[src/pkg/bgf_pkg.sv]
// shared constants, delay figures and carrier types for the battery guard
package bgf_pkg;

    // clock and delay-counter time base
    localparam int CLK_NS      = 40;
    localparam int TICK_NS     = 1000;
    localparam int TICK_CYCLES = TICK_NS / CLK_NS;
    localparam int TICK_W      = 5;
    localparam int CNT_W       = 21;
    localparam int SHORT_SHIFT = 6;

    // nominal delays in microseconds
    localparam int TD_OVCHG_US  = 1000000;
    localparam int TR_OVCHG_US  = 40000;
    localparam int TD_OVDIS_US  = 100000;
    localparam int TR_OVDIS_US  = 1000;
    localparam int TD_OCUR_US   = 20000;
    localparam int TR_OCUR_US   = 1000;
    localparam int TD_SHORT_US  = 250;
    localparam int EXCESS_CHARGER_DETECT_DELAY_US  = 1500;
    localparam int EXCESS_CHARGER_RELEASE_DELAY_US = 1500;

    // the same delays in ticks of the delay counter
    localparam int TD_OVCHG_TICKS  = TD_OVCHG_US * 1000 / TICK_NS;
    localparam int TR_OVCHG_TICKS  = TR_OVCHG_US * 1000 / TICK_NS;
    localparam int TD_OVDIS_TICKS  = TD_OVDIS_US * 1000 / TICK_NS;
    localparam int TR_OVDIS_TICKS  = TR_OVDIS_US * 1000 / TICK_NS;
    localparam int TD_OCUR_TICKS   = TD_OCUR_US * 1000 / TICK_NS;
    localparam int TR_OCUR_TICKS   = TR_OCUR_US * 1000 / TICK_NS;
    localparam int TD_SHORT_TICKS  = TD_SHORT_US * 1000 / TICK_NS;
    localparam int TD_EXCESS_TICKS =
        EXCESS_CHARGER_DETECT_DELAY_US * 1000 / TICK_NS;
    localparam int TR_EXCESS_TICKS =
        EXCESS_CHARGER_RELEASE_DELAY_US * 1000 / TICK_NS;

    // comparator results, all synchronous to clk
    typedef struct packed {
        logic [1:0] ovchg_det;
        logic [1:0] ovchg_rel;
        logic [1:0] ovdis_det;
        logic [1:0] ovdis_rel;
        logic       load_ocur;
        logic       load_short;
        logic       load_present;
        logic       excess_chg;
        logic       stby_release;
    } bgf_comp_type;

    // gate and pull controls driven by the guard
    typedef struct packed {
        logic chg_gate;
        logic dis_gate;
        logic pullup_en;
        logic pulldown_en;
        logic standby;
        logic small_hyst;
    } bgf_drive_type;

    localparam bgf_drive_type DRIVE_RESET = 6'h30;

    // delay limit, cut down in shortening mode but never below one tick
    function automatic logic [CNT_W-1:0] scale_delay(
        input logic [CNT_W-1:0] lim,
        input logic             shorten
    );
        logic [CNT_W-1:0] cut;
        cut = lim >> SHORT_SHIFT;
        if (!shorten) begin
            return lim;
        end
        return (cut == '0) ? CNT_W'(1) : cut;
    endfunction

endpackage

[src/design/bgf_delay_timer.sv]
// qualifying delay timer: done once cond has held for limit ticks
`timescale 1ns/10ps
module bgf_delay_timer import bgf_pkg::*; (
    input  wire logic             clk,
    input  wire logic             rst,
    input  wire logic             tick,
    input  wire logic             cond,
    input  wire logic [CNT_W-1:0] limit,
    output logic                  done
);
    logic [CNT_W-1:0] count;

    // a dropout before expiry throws the partial count away
    always_ff @(posedge clk or posedge rst) begin
        if (rst) begin
            count <= '0;
        end else if (!cond) begin
            count <= '0;
        end else if (tick && count < limit) begin
            count <= count + CNT_W'(1);
        end
    end

    assign done = cond && (count >= limit);
endmodule

[src/design/bgf_guard.sv]
// protection state logic for a two-cell pack: gates, pulls and standby
//
// Functional notes
// - overcharge on either cell drops charge gate after counted delay.
// - overcharge state blocks over-current detection, short still detected.
// - load after overcharge selects the small comparator hysteresis.
// - overcharge releases when both cells are low and load node allows.
// - load present, node high, a cell still high: charge gate stays low.
// - excess charger at release starts excess detection, gate stays low.
// - over-discharge on either cell drops discharge gate after delay.
// - over-discharge detection enters standby, monitoring stops.
// - over-discharge detection enables the pull-up to supply.
// - standby ends only when charger pulls load node to release level.
// - after wake, both cells recovered raise discharge gate after delay.
// - over-current on load node drops discharge gate after delay.
// - over-current or short enables the pull-down to ground.
// - over-current detection never enters standby.
// - excess charger detection is qualified by a 1.5 ms delay.
// - excess charger release is qualified by a 1.5 ms delay.
// - excess charger count is held off during over-discharge.
// - test pin high shortens delays; low or open gives normal delays.
// - shortening acts on counter delays only, never the short delay.
// - short level trips discharge gate faster, without standby.
// - load node back below threshold releases after counted delay.
// - excess charger drops charge gate; clearing early abandons it.
`timescale 1ns/10ps
module bgf_guard import bgf_pkg::*; #(
    parameter int DET_OVCHG_TICKS  = TD_OVCHG_TICKS,
    parameter int REL_OVCHG_TICKS  = TR_OVCHG_TICKS,
    parameter int DET_OVDIS_TICKS  = TD_OVDIS_TICKS,
    parameter int REL_OVDIS_TICKS  = TR_OVDIS_TICKS,
    parameter int DET_OCUR_TICKS   = TD_OCUR_TICKS,
    parameter int REL_OCUR_TICKS   = TR_OCUR_TICKS,
    parameter int DET_EXCESS_TICKS = TD_EXCESS_TICKS,
    parameter int REL_EXCESS_TICKS = TR_EXCESS_TICKS
) (
    input  wire logic          clk,
    input  wire logic          rst,
    input  wire bgf_comp_type  comp,
    input  wire logic          test_shorten,
    output bgf_drive_type      drive
);
    typedef enum logic [1:0] {
        CHG_NORMAL,
        CHG_OVER,
        CHG_PEND,
        CHG_EXCESS
    } bgf_chg_type;

    typedef enum logic [2:0] {
        DIS_NORMAL,
        DIS_STBY,
        DIS_WAKE,
        DIS_OVERCUR,
        DIS_SHORT
    } bgf_dis_type;

    bgf_chg_type   chg_state;
    bgf_chg_type   next_chg;
    bgf_dis_type   dis_state;
    bgf_dis_type   next_dis;
    bgf_drive_type next_drive;

    logic tick;
    logic ocd_done;
    logic ocr_done;
    logic exd_done;
    logic exr_done;
    logic odd_done;
    logic odr_done;
    logic ocu_done;
    logic sc_done;
    logic ocrl_done;

    // detection and release conditions
    wire dis_on     = (dis_state == DIS_NORMAL);
    wire dis_trip   = (dis_state == DIS_OVERCUR) ||
                      (dis_state == DIS_SHORT);
    wire both_rel   = &comp.ovchg_rel;
    wire node_ok    = !comp.load_ocur || comp.load_present;
    wire ocd_cond   = (chg_state == CHG_NORMAL) && |comp.ovchg_det;
    wire ocr_cond   = (chg_state == CHG_OVER) && both_rel && node_ok;
    // charger detection only while discharge gate is on
    wire exd_cond   = comp.excess_chg && dis_on &&
                      ((chg_state == CHG_NORMAL) ||
                       (chg_state == CHG_PEND));
    wire exr_cond   = (chg_state == CHG_EXCESS) && !comp.excess_chg;
    wire odd_cond   = (dis_on || dis_trip) && |comp.ovdis_det;
    wire odr_cond   = (dis_state == DIS_WAKE) && &comp.ovdis_rel;
    wire ocu_cond   = dis_on && comp.load_ocur &&
                      (chg_state != CHG_OVER);
    wire sc_cond    = dis_on && comp.load_short;
    wire ocrl_cond  = dis_trip && !comp.load_ocur;

    // counted limits; test pin only scales counter-derived delays
    // a floating test pin is taken as low by the pad
    wire [CNT_W-1:0] lim_ocd  =
        scale_delay(CNT_W'(DET_OVCHG_TICKS), test_shorten);
    wire [CNT_W-1:0] lim_ocr  =
        scale_delay(CNT_W'(REL_OVCHG_TICKS), test_shorten);
    wire [CNT_W-1:0] lim_exd  =
        scale_delay(CNT_W'(DET_EXCESS_TICKS), test_shorten);
    wire [CNT_W-1:0] lim_exr  =
        scale_delay(CNT_W'(REL_EXCESS_TICKS), test_shorten);
    wire [CNT_W-1:0] lim_odd  =
        scale_delay(CNT_W'(DET_OVDIS_TICKS), test_shorten);
    wire [CNT_W-1:0] lim_odr  =
        scale_delay(CNT_W'(REL_OVDIS_TICKS), test_shorten);
    wire [CNT_W-1:0] lim_ocu  =
        scale_delay(CNT_W'(DET_OCUR_TICKS), test_shorten);
    wire [CNT_W-1:0] lim_ocrl =
        scale_delay(CNT_W'(REL_OCUR_TICKS), test_shorten);
    wire [CNT_W-1:0] lim_sc   = CNT_W'(TD_SHORT_TICKS);

    // oscillator halts in standby, so no count can advance
    bgf_tick_div u_tick (
        .clk  (clk),
        .rst  (rst),
        .run  (!drive.standby),
        .tick (tick)
    );

    bgf_delay_timer u_ocd (
        .clk   (clk),
        .rst   (rst),
        .tick  (tick),
        .cond  (ocd_cond),
        .limit (lim_ocd),
        .done  (ocd_done)
    );

    bgf_delay_timer u_ocr (
        .clk   (clk),
        .rst   (rst),
        .tick  (tick),
        .cond  (ocr_cond),
        .limit (lim_ocr),
        .done  (ocr_done)
    );

    bgf_delay_timer u_exd (
        .clk   (clk),
        .rst   (rst),
        .tick  (tick),
        .cond  (exd_cond),
        .limit (lim_exd),
        .done  (exd_done)
    );

    bgf_delay_timer u_exr (
        .clk   (clk),
        .rst   (rst),
        .tick  (tick),
        .cond  (exr_cond),
        .limit (lim_exr),
        .done  (exr_done)
    );

    bgf_delay_timer u_odd (
        .clk   (clk),
        .rst   (rst),
        .tick  (tick),
        .cond  (odd_cond),
        .limit (lim_odd),
        .done  (odd_done)
    );

    bgf_delay_timer u_odr (
        .clk   (clk),
        .rst   (rst),
        .tick  (tick),
        .cond  (odr_cond),
        .limit (lim_odr),
        .done  (odr_done)
    );

    bgf_delay_timer u_ocu (
        .clk   (clk),
        .rst   (rst),
        .tick  (tick),
        .cond  (ocu_cond),
        .limit (lim_ocu),
        .done  (ocu_done)
    );

    bgf_delay_timer u_sc (
        .clk   (clk),
        .rst   (rst),
        .tick  (tick),
        .cond  (sc_cond),
        .limit (lim_sc),
        .done  (sc_done)
    );

    bgf_delay_timer u_ocrl (
        .clk   (clk),
        .rst   (rst),
        .tick  (tick),
        .cond  (ocrl_cond),
        .limit (lim_ocrl),
        .done  (ocrl_done)
    );

    // charge side: overcharge, pending charger check, excess charger
    always_comb begin
        next_chg = chg_state;
        case (chg_state)
            CHG_NORMAL: begin
                if (ocd_done) begin
                    next_chg = CHG_OVER;
                end else if (exd_done) begin
                    next_chg = CHG_EXCESS;
                end
            end
            CHG_OVER: begin
                if (ocr_done) begin
                    // charger still too high: keep gate off
                    next_chg = comp.excess_chg ? CHG_PEND : CHG_NORMAL;
                end
            end
            CHG_PEND: begin
                if (exd_done) begin
                    next_chg = CHG_EXCESS;
                end else if (!comp.excess_chg) begin
                    next_chg = CHG_NORMAL;
                end
            end
            CHG_EXCESS: begin
                if (exr_done) begin
                    next_chg = CHG_NORMAL;
                end
            end
            default: begin
                next_chg = CHG_NORMAL;
            end
        endcase
    end

    // discharge side: short beats over-current, over-discharge ranks last
    always_comb begin
        next_dis = dis_state;
        case (dis_state)
            DIS_NORMAL: begin
                if (sc_done) begin
                    next_dis = DIS_SHORT;
                end else if (ocu_done) begin
                    next_dis = DIS_OVERCUR;
                end else if (odd_done) begin
                    next_dis = DIS_STBY;
                end
            end
            DIS_STBY: begin
                if (comp.stby_release) begin
                    next_dis = DIS_WAKE;
                end
            end
            DIS_WAKE: begin
                if (odr_done) begin
                    next_dis = DIS_NORMAL;
                end
            end
            DIS_OVERCUR, DIS_SHORT: begin
                if (ocrl_done) begin
                    next_dis = DIS_NORMAL;
                end else if (odd_done) begin
                    next_dis = DIS_STBY;
                end
            end
            default: begin
                next_dis = DIS_NORMAL;
            end
        endcase
    end

    // pin controls decoded from the next states so they move with them
    assign next_drive.chg_gate    = (next_chg == CHG_NORMAL);
    assign next_drive.dis_gate    = (next_dis == DIS_NORMAL);
    assign next_drive.pullup_en   = (next_dis == DIS_STBY);
    assign next_drive.pulldown_en = (next_dis == DIS_OVERCUR) ||
                                    (next_dis == DIS_SHORT);
    assign next_drive.standby     = (next_dis == DIS_STBY);
    assign next_drive.small_hyst  = (next_chg == CHG_OVER) &&
                                    comp.load_present;

    // state and pin registers; reset leaves gates on, pulls off
    always_ff @(posedge clk or posedge rst) begin
        if (rst) begin
            chg_state <= CHG_NORMAL;
            dis_state <= DIS_NORMAL;
            drive     <= DRIVE_RESET;
        end else begin
            chg_state <= next_chg;
            dis_state <= next_dis;
            drive     <= next_drive;
        end
    end

    // checks on the pin behaviour
    ovchg_fall_a: assert property (@(posedge clk) disable iff (rst)
        $fell(drive.chg_gate) |-> $past(ocd_done || exd_done))
        else $error("charge gate fell without a qualified detection");

    ocur_block_a: assert property (@(posedge clk) disable iff (rst)
        $rose(drive.pulldown_en) && $past(chg_state == CHG_OVER)
        |-> $past(sc_done))
        else $error("over-current tripped during overcharge");

    hyst_sel_a: assert property (@(posedge clk) disable iff (rst)
        drive.small_hyst |-> !drive.chg_gate && chg_state == CHG_OVER)
        else $error("small hysteresis outside overcharge");

    ovchg_rise_a: assert property (@(posedge clk) disable iff (rst)
        $rose(drive.chg_gate) |-> $past(ocr_done || exr_done ||
        (chg_state == CHG_PEND && !comp.excess_chg)))
        else $error("charge gate rose without a release");

    keep_low_a: assert property (@(posedge clk) disable iff (rst)
        chg_state == CHG_OVER && comp.load_ocur && comp.load_present &&
        !both_rel |=> !drive.chg_gate)
        else $error("charge gate rose with a cell still high");

    excess_hold_a: assert property (@(posedge clk) disable iff (rst)
        chg_state == CHG_OVER && ocr_done && comp.excess_chg
        |=> chg_state == CHG_PEND && !drive.chg_gate)
        else $error("charge gate released into an excess charger");

    dis_fall_a: assert property (@(posedge clk) disable iff (rst)
        $fell(drive.dis_gate) |-> $past(odd_done || ocu_done || sc_done))
        else $error("discharge gate fell without a detection");

    stby_entry_a: assert property (@(posedge clk) disable iff (rst)
        $rose(drive.standby) |-> drive.pullup_en && !drive.dis_gate &&
        !drive.pulldown_en)
        else $error("standby entered without pull-up");

    stby_hold_a: assert property (@(posedge clk) disable iff (rst)
        drive.standby && !comp.stby_release |=> drive.standby)
        else $error("standby left without release level");

    trip_nostby_a: assert property (@(posedge clk) disable iff (rst)
        drive.pulldown_en |-> !drive.standby && !drive.dis_gate)
        else $error("over-current state with standby");

    dis_rise_a: assert property (@(posedge clk) disable iff (rst)
        $rose(drive.dis_gate) |-> $past(odr_done || ocrl_done))
        else $error("discharge gate rose without a release");

    // bounded windows sized for the shortened delays used in simulation
    ovchg_cycle_c: cover property (@(posedge clk) disable iff (rst)
        $fell(drive.chg_gate) ##[1:1000] $rose(drive.chg_gate));
    stby_cycle_c: cover property (@(posedge clk) disable iff (rst)
        $rose(drive.standby) ##[1:1000] $rose(drive.dis_gate));
    short_trip_c: cover property (@(posedge clk) disable iff (rst)
        sc_done ##1 drive.pulldown_en);
endmodule

[src/design/bgf_tick_div.sv]
// divider that makes the delay-counter tick from the system clock
`timescale 1ns/10ps
module bgf_tick_div import bgf_pkg::*; (
    input  wire logic clk,
    input  wire logic rst,
    input  wire logic run,
    output logic      tick
);
    logic [TICK_W-1:0] div;

    // stopping the divider models the oscillator halted in standby
    always_ff @(posedge clk or posedge rst) begin
        if (rst) begin
            div <= '0;
        end else if (!run || div == TICK_W'(TICK_CYCLES - 1)) begin
            div <= '0;
        end else begin
            div <= div + TICK_W'(1);
        end
    end

    assign tick = run && (div == TICK_W'(TICK_CYCLES - 1));
endmodule

[config.mk]
export PLATFORM = sky130hd
export DESIGN_NAME = bgf_guard
export DESIGN_NICKNAME = d
export VERILOG_FILES = /design/src/pkg/bgf_pkg.sv /design/src/design/bgf_delay_timer.sv /design/src/design/bgf_guard.sv /design/src/design/bgf_tick_div.sv
export SDC_FILE = /design/constraint.sdc
export NUM_CORES = 1
export LEC_CHECK = 0
export BUFFER_PORTS_ARGS = -buffer_cell sky130_fd_sc_hd__buf_2
export CAP_MARGIN = 20
export CELL_PAD_IN_SITES_DETAIL_PLACEMENT = 0
export CELL_PAD_IN_SITES_GLOBAL_PLACEMENT = 1
export CORE_ASPECT_RATIO = 1.25
export CORE_MARGIN = 10
export CORE_UTILIZATION = 52
export CTS_BUF_LIST = sky130_fd_sc_hd__clkbuf_8
export CTS_CLUSTER_SIZE = 14
export DETAILED_ROUTE_END_ITERATION = 7
export PLACE_DENSITY_LB_ADDON = 0.1
export SKIP_LAST_GASP = 1
export SLEW_MARGIN = 10
export SYNTH_ARGS = -nofsm -noshare
export SYNTH_HDL_FRONTEND = slang
export SYNTH_SLANG_ARGS = --single-unit
[constraint.sdc]
create_clock -name clk -period 7.4 [get_ports clk]
set_input_delay 0.74 -clock clk [delete_from_list [all_inputs] [get_ports clk]]
set_output_delay 0.74 -clock clk [all_outputs]
set_load 0.03 [all_outputs]
==> key figures, run 1 <==
STA
  • Worst-Margin Slew: 1.113 ns
  • # setup viols final: 0
  • Max-slew violations: 0
  • Skew final: 0.02691 ns
  • Max frequency: ~240 MHz
  • Final hold vios: 0
  • Setup tns final: 0 ns
  • Final clock period utilization by the worst path: 0.5696
  • Final critical-path required period: approximately 4.2 ns
  • Unrepaired setup endpoints after global routing: no
  • Worst hold margin: 0.3910 ns
  • Relative slew slack: 0.2577

Cells and area
  • N_diodes: 0
  • Commonest cells after routing, fill and taps aside: dfrtp_1, nor2_1, nand2_1
  • Post-route cell area: 12260 um2
  • Post-Layout Cell Count: between 1000 and 1500
  • Nets@finish: 1290
  • Most common cell after layout, fill and taps aside: dfrtp_1
  • Layout cells sized above 1: 0.09360
  • Synth-to-layout area growth: 10.35%
  • Fillers: 1841

Clocking
  • H-Tree Depth: 2
  • TritonCTS clock tree: built
  • Clk slew on worst S/H paths: 0.06 ns
  • Clk_lat worst skew: ~0.53 ns
  • Clock Path Buffers: 3
  • Resize count post-CTS: 0
  • Clock root buffer: clkbuf_8
  • Number of post-CTS setup repair buffers: 0
  • CTS Sinks: about 200
  • Num CTS Buffers: 36
  • # hold bufs at CTS: 0

Synthesis
  • Yosys reg bits: 204
  • Syn Area/Cell: around 9.6 um2
  • Cell Area, Synth: 11110 um2
  • Post-synth EDFFs: 0
  • Part of the Yosys area used for sequential elements: 0.4598
  • Post-synthesis cell type count: 77
  • Synth warnings: 0
  • Top FF cell, synth: dfrtp_1
  • Post-Synthesis Cells: 1155
  • Mapped Nets: 1250
  • Async SR Flop Fraction: 1.000

Routing
  • Starting DRT DRC Count: 410
  • DR pass1 iterations: 5
  • WL final: 23250 um
  • Via-per-instance ratio: 5.600
  • Avg WL per Cell: around 16 um
  • Via count: 8355
  • DRC violations left: 0
  • Post-route antenna net violation count: 0

Floorplanning
  • DIE AREA: 27640 um2
  • Die X: 150.7 um
  • Std-Cell Rows: 59
  • Effective utilization at floorplan: 0.5317
  • Io pins: 22
  • Core area: approximately 21000 um2
  • Die height: ~180 um

Critical path
  • Worst setup EP type: flip-flop
  • Reg2reg path depth: 7
  • Flop-to-flop setup slack: 4.30 ns
  • WS Path Type: input pin to flip-flop
  • R2r endpoint: u_ocd.count[8]
  • Worst r2r src: u_ocd.count[14]
  • Crit path launch type: input pin
  • CP arrival: between 4 and 5 ns
  • CP Max Fanout: 48
  • CP required: a little under 8 ns

Worst hold path
  • Worst Hold Class: input pin to async pin

Placement
  • RePlAce Congestion: 0.7630
  • Placed instance area: 11500 um2
  • Port Buffers: 21
  • DP Cell Count: 1430
  • Detailed Place HPWL: 15530 um

Power
  • P per Cell Area: 198.9 nW/um2
  • Worst VDD drop: 0.1866 mV
  • Lkg Pwr: 5.445 nW

Global route
  • Overflow after GRT: 0
  • First-pass GRT wire length: slightly above 40000 um
  • GRT Overall Usage: 0.1745
  • Initial antenna violation count: 0
  • Largest net degree at the start of global routing: 125
  • Vias in the first global route: 8531

Run status
  • Status: finished, final reports clean

Run
  • Max_cap viols: 0
-- synth_stat cells (7+ instances only) --
library cell,number,area [um2]
dfrtp_1,202,5055
nand2_1,85,319.1
o21a_1,10,75.07
nor3_1,40,200.2
nand4_1,34,212.7
or3_1,29,181.4
inv_1,43,161.4
nand3_1,38,190.2
nor2_1,143,536.8
a21oi_1,59,295.3
ha_1,79,988.5
and3_1,29,181.4
o211ai_1,10,75.07
o21ai_0,48,240.2
a31oi_1,8,50.05
and2_1,52,325.3
xor2_1,29,254.0
xnor2_1,48,420.4
clkbuf_1,20,75.07
or4_1,7,52.55
nor2b_1,8,50.05
nor4_1,20,125.1
-- per-stage QoR --
| step | power [mW] | utilization | worst slack (ns) |
|---|---|---|---|
| floorplan | 1.332 | - | 1.096 |
| global placement | 1.402 | 0.5504 | 2.713 |
| detailed placement | 1.406 | 0.5504 | 2.647 |
| CTS | 2.477 | 0.5854 | 3.202 |
| global route | 2.555 | 0.5868 | 2.843 |
| finish | 2.438 | 0.5868 | 3.185 |
-- per-layer routing --
layer  wire (um)  global-route usage
met4         439             0.05052
met2       11550              0.2967
met3         739             0.03128
met5           0                   0
met1       10520              0.2213
-- power by group --
group          total [mW]  leakage [nW]  internal (mW)  switching (mW)
Clock                1.05         0.400          0.588           0.467
Sequential           1.16          2.83           1.14          0.0217
Combinational       0.223          2.22         0.0707           0.152
-- state kept, by name (all words and copies together), names as in the netlist --
signal        flops
u_ocrl.count     21
u_odr.count      21
u_exr.count      21
u_ocr.count      21
u_ocd.count      21
u_exd.count      21
dis_state         3
drive             5
u_sc.count       21
u_odd.count      21
u_ocu.count      21
u_tick.div        5
chg_state         2
-- worst max-delay path by stage --
stage / start / to / slack (ns) / cells past startpoint
floorplan: rst / chg_state[0] / 1.10 / 1
global placement: test_shorten / u_ocd.count[16] / 2.71 / 11
detailed placement: test_shorten / u_ocd.count[16] / 2.65 / 11
CTS: test_shorten / u_ocd.count[16] / 3.20 / 11
global route: test_shorten / u_ocd.count[16] / 2.84 / 11
finish: test_shorten / u_ocd.count[8] / 3.18 / 10
-- cell families after synthesis --
kind of cell    after synthesis  share of synthesized area
fa+ha+maj                    79                    0.08898
mux                           6                   0.005407
compound gates              190                     0.1114
buf+inv                      70                    0.02568
simple gates                529                     0.2480
xor+xnor                     77                    0.06071
flops                       204                     0.4598
-- worst max-delay path, cell delays in order --
cell and delay [ns]:
buf_2 0.07, buf_4 0.51, inv_1 0.62, ha_1 0.40, a211o_1 0.26, a21o_1 0.17
a221oi_1 0.52, o2111ai_1 0.61, or3_1 0.52, a21oi_1 0.16
-- area by class of cell --
| cell class | instances | area, um2 | share of cell area |
|---|---|---|---|
| Inverter | 43 | 168.9 | 0.01378 |
| Sequential cell | 204 | 5107 | 0.4167 |
| Clock buffer | 49 | 674.4 | 0.05502 |
| Tap cell | 274 | 342.8 | 0.02797 |
| Multi-Input combinational cell | 881 | 5722 | 0.4668 |
| Clock inverter | 12 | 57.56 | 0.004695 |
| Timing Repair Buffer | 29 | 185.2 | 0.01511 |
(Power assumes the default switching activity.)
==> run 2: changes to the inputs <==
--- a/config.mk
+++ b/config.mk
@@ -11,7 +11,7 @@
 export CELL_PAD_IN_SITES_GLOBAL_PLACEMENT = 1
 export CORE_ASPECT_RATIO = 1.25
 export CORE_MARGIN = 10
-export CORE_UTILIZATION = 52
+export CORE_UTILIZATION = 47
 export CTS_BUF_LIST = sky130_fd_sc_hd__clkbuf_8
 export CTS_CLUSTER_SIZE = 14
 export DETAILED_ROUTE_END_ITERATION = 7
==> constraint.sdc (replaced) <==
create_clock -name clk -period 3.6 [get_ports clk]
set_input_delay 0.36 -clock clk [delete_from_list [all_inputs] [get_ports clk]]
set_output_delay 0.36 -clock clk [all_outputs]
set_load 0.03 [all_outputs]
==> key figures, run 2 (same netlist as run 1, synthesis figures left out) <==
Run status
  • Status: finished, final reports clean

STA
  • Final hold vios: 0
  • Worst-Margin Slew: 0.7960 ns
  • Relative slew slack: 0.4693
  • Unrepaired setup endpoints after global routing: no
  • Max-slew violations: 0
  • Final critical-path required period: 3.032 ns
  • Skew final: 0.01891 ns
  • Final clock period utilization by the worst path: 0.8421
  • Max frequency: 329.9 MHz
  • # setup viols final: 0
  • Setup tns final: 0 ns

Critical path
  • CP Max Fanout: 12
  • WS Path Type: flip-flop to flip-flop
  • Worst-path cell chain: ha_1 -> a211o_1 -> a21o_1 -> a221oi_1 -> o2111ai_2 -> buf_4 -> nor4_4 -> xnor2_1 -> nor2_1
  • CP max-delay cell: a221oi_1
  • Worst r2r src: u_ocd.count[14]
  • CP required: 4.00 ns
  • Crit. path cell count: 9
  • R2r endpoint: u_ocd.count[17]
  • WP buf/inv: 1
  • CP arrival: between 3 and 4 ns
  • Cell family with most CP delay: compound AO/OA/AOI/OAI gates
  • Worst setup EP type: flip-flop
  • Crit-path max cell delay: 0.53 ns
  • Reg2reg path depth: 9
  • Crit path launch type: flip-flop
  • Crit path capture: u_ocd.count[17]
  • Flop-to-flop setup slack: 0.57 ns
  • Worst Setup SP: u_ocd.count[14]

Cells and area
  • Footprint of the flip-flops and latches: 5107 um2
  • Layout cells sized above 1: 0.09813
  • Nets@finish: 1301
  • Commonest cells after routing, fill and taps aside: dfrtp_1, nor2_1, nand2_1
  • Post-route cell area: approximately 12000 um2
  • Fillers: 2132
  • Most common cell after layout, fill and taps aside: dfrtp_1
  • Synth-to-layout area growth: 11.15%
  • Combined area of the multi-input logic cells: 5715 um2

Power
  • Net Sw Frac: 0.2650
  • Sequential power share: 0.475
  • Net Switching: 1.331 mW
  • Cell Int Power: 3.690 mW
  • Worst VDD drop: 0.2922 mV
  • Comb pwr share: 0.091
  • P per Cell Area: 406.6 nW/um2
  • Lkg Pwr: 5.505 nW
  • Clock share of power: 0.433

Clocking
  • H-Tree Depth: 2
  • Num CTS Buffers: 37
  • Clock Path Buffers: 3
  • # hold bufs at CTS: 0
  • Resize count post-CTS: 0
  • CTS Sinks: 204
  • Clk_lat worst skew: 0.53 ns
  • Number of post-CTS setup repair buffers: 0
  • Clk slew on worst S/H paths: 0.06 ns
  • Clock root buffer: clkbuf_8
  • TritonCTS clock tree: built

Routing
  • Avg WL per Cell: 15.61 um
  • DR pass1 iterations: 4
  • Post-route antenna net violation count: 0
  • Via count: around 8500
  • Via-per-instance ratio: 5.576
  • WL final: around 24000 um
  • Starting DRT DRC Count: 425
  • DRC violations left: 0

Global route
  • First-pass GRT wire length: 42310 um
  • Largest net degree at the start of global routing: 147
  • Vias in the first global route: 8741
  • Initial antenna violation count: 1
  • Overflow after GRT: 0
  • GRT Overall Usage: 0.1672

Placement
  • Placed instance area: ~12000 um2
  • RePlAce Congestion: just under 0.8
  • Detailed Place HPWL: 16300 um
  • Port Buffers: 21

Floorplanning
  • Io pins: 22
  • Die height: 191.9 um
  • DIE AREA: 30220 um2
  • Effective utilization at floorplan: 0.4805
  • Core area: 23120 um2
  • Std-Cell Rows: between 60 and 70
  • Die X: between 150 and 200 um

Run
  • Max_cap viols: 0

Worst hold path
  • Worst Hold Class: input pin to async pin
## run 2: worst min-delay path, stage by stage
cell and delay, ns:
buf_2 0.11, clkinvlp_4 0.08, buf_12 0.50
## run 2: worst min-delay path by stage
stage                                from              end  slack [ns]  cells after the start
after global placement    u_ocr.count[20]  u_ocr.count[20]        0.46                      1
after CTS                         comp[2]         drive[0]        0.08                      3
after global routing              comp[2]         drive[0]         0.1                      3
after detailed placement  u_ocr.count[18]  u_ocr.count[18]        0.47                      1
after floorplan           u_ocr.count[20]  u_ocr.count[20]        0.44                      1
final                                 rst  u_ocd.count[10]        0.05                      3
## run 2: metal layers
metal | vias to the layer above | wire length, um | share of wire | track usage
met5 | - | 0 | 0 | 0
met4 | 0 | 536 | 0.023 | 0.05512
met3 | 45 | 725 | 0.031 | 0.02820
met2 | 93 | 11600 | 0.49 | 0.2838
met1 | 4126 | 10900 | 0.46 | 0.2114
li1 | 4223 | - | - | -
## run 2: power by group through the flow
stage	clock [mW]	sequential, mW	combinational, mW
detailed placement	0	2.43	0.468
finish	2.18	2.39	0.458
floorplan	0	2.42	0.318
global placement	0	2.43	0.467
CTS	2.26	2.39	0.470
global route	2.37	2.39	0.531
## run 2: per-stage QoR
stage	cells	setup WS (ns)	power [mW]	util	hold WS, ns
2_1_floorplan	1155	0.5974	2.739	-	0.4437
3_3_place_gp	1455	0.4462	2.894	0.5018	0.4613
3_5_place_dp	1455	0.3570	2.895	0.5018	0.4687
4_1_cts	1521	0.5732	5.115	0.5340	0.07798
5_1_grt	1522	0.3480	5.295	0.5341	0.09677
6_report	1522	0.5684	5.020	0.5341	0.04552
## run 2: layout make-up
type | count | share of cell area
multi-input combinational | 881 | 0.4629
sequential | 204 | 0.4137
clock buffer | 48 | 0.05351
tap | 288 | 0.02919
timing repair buffer | 39 | 0.02047
inverter | 43 | 0.01338
clock inverter | 18 | 0.006688
antenna | 1 | 0.0002027
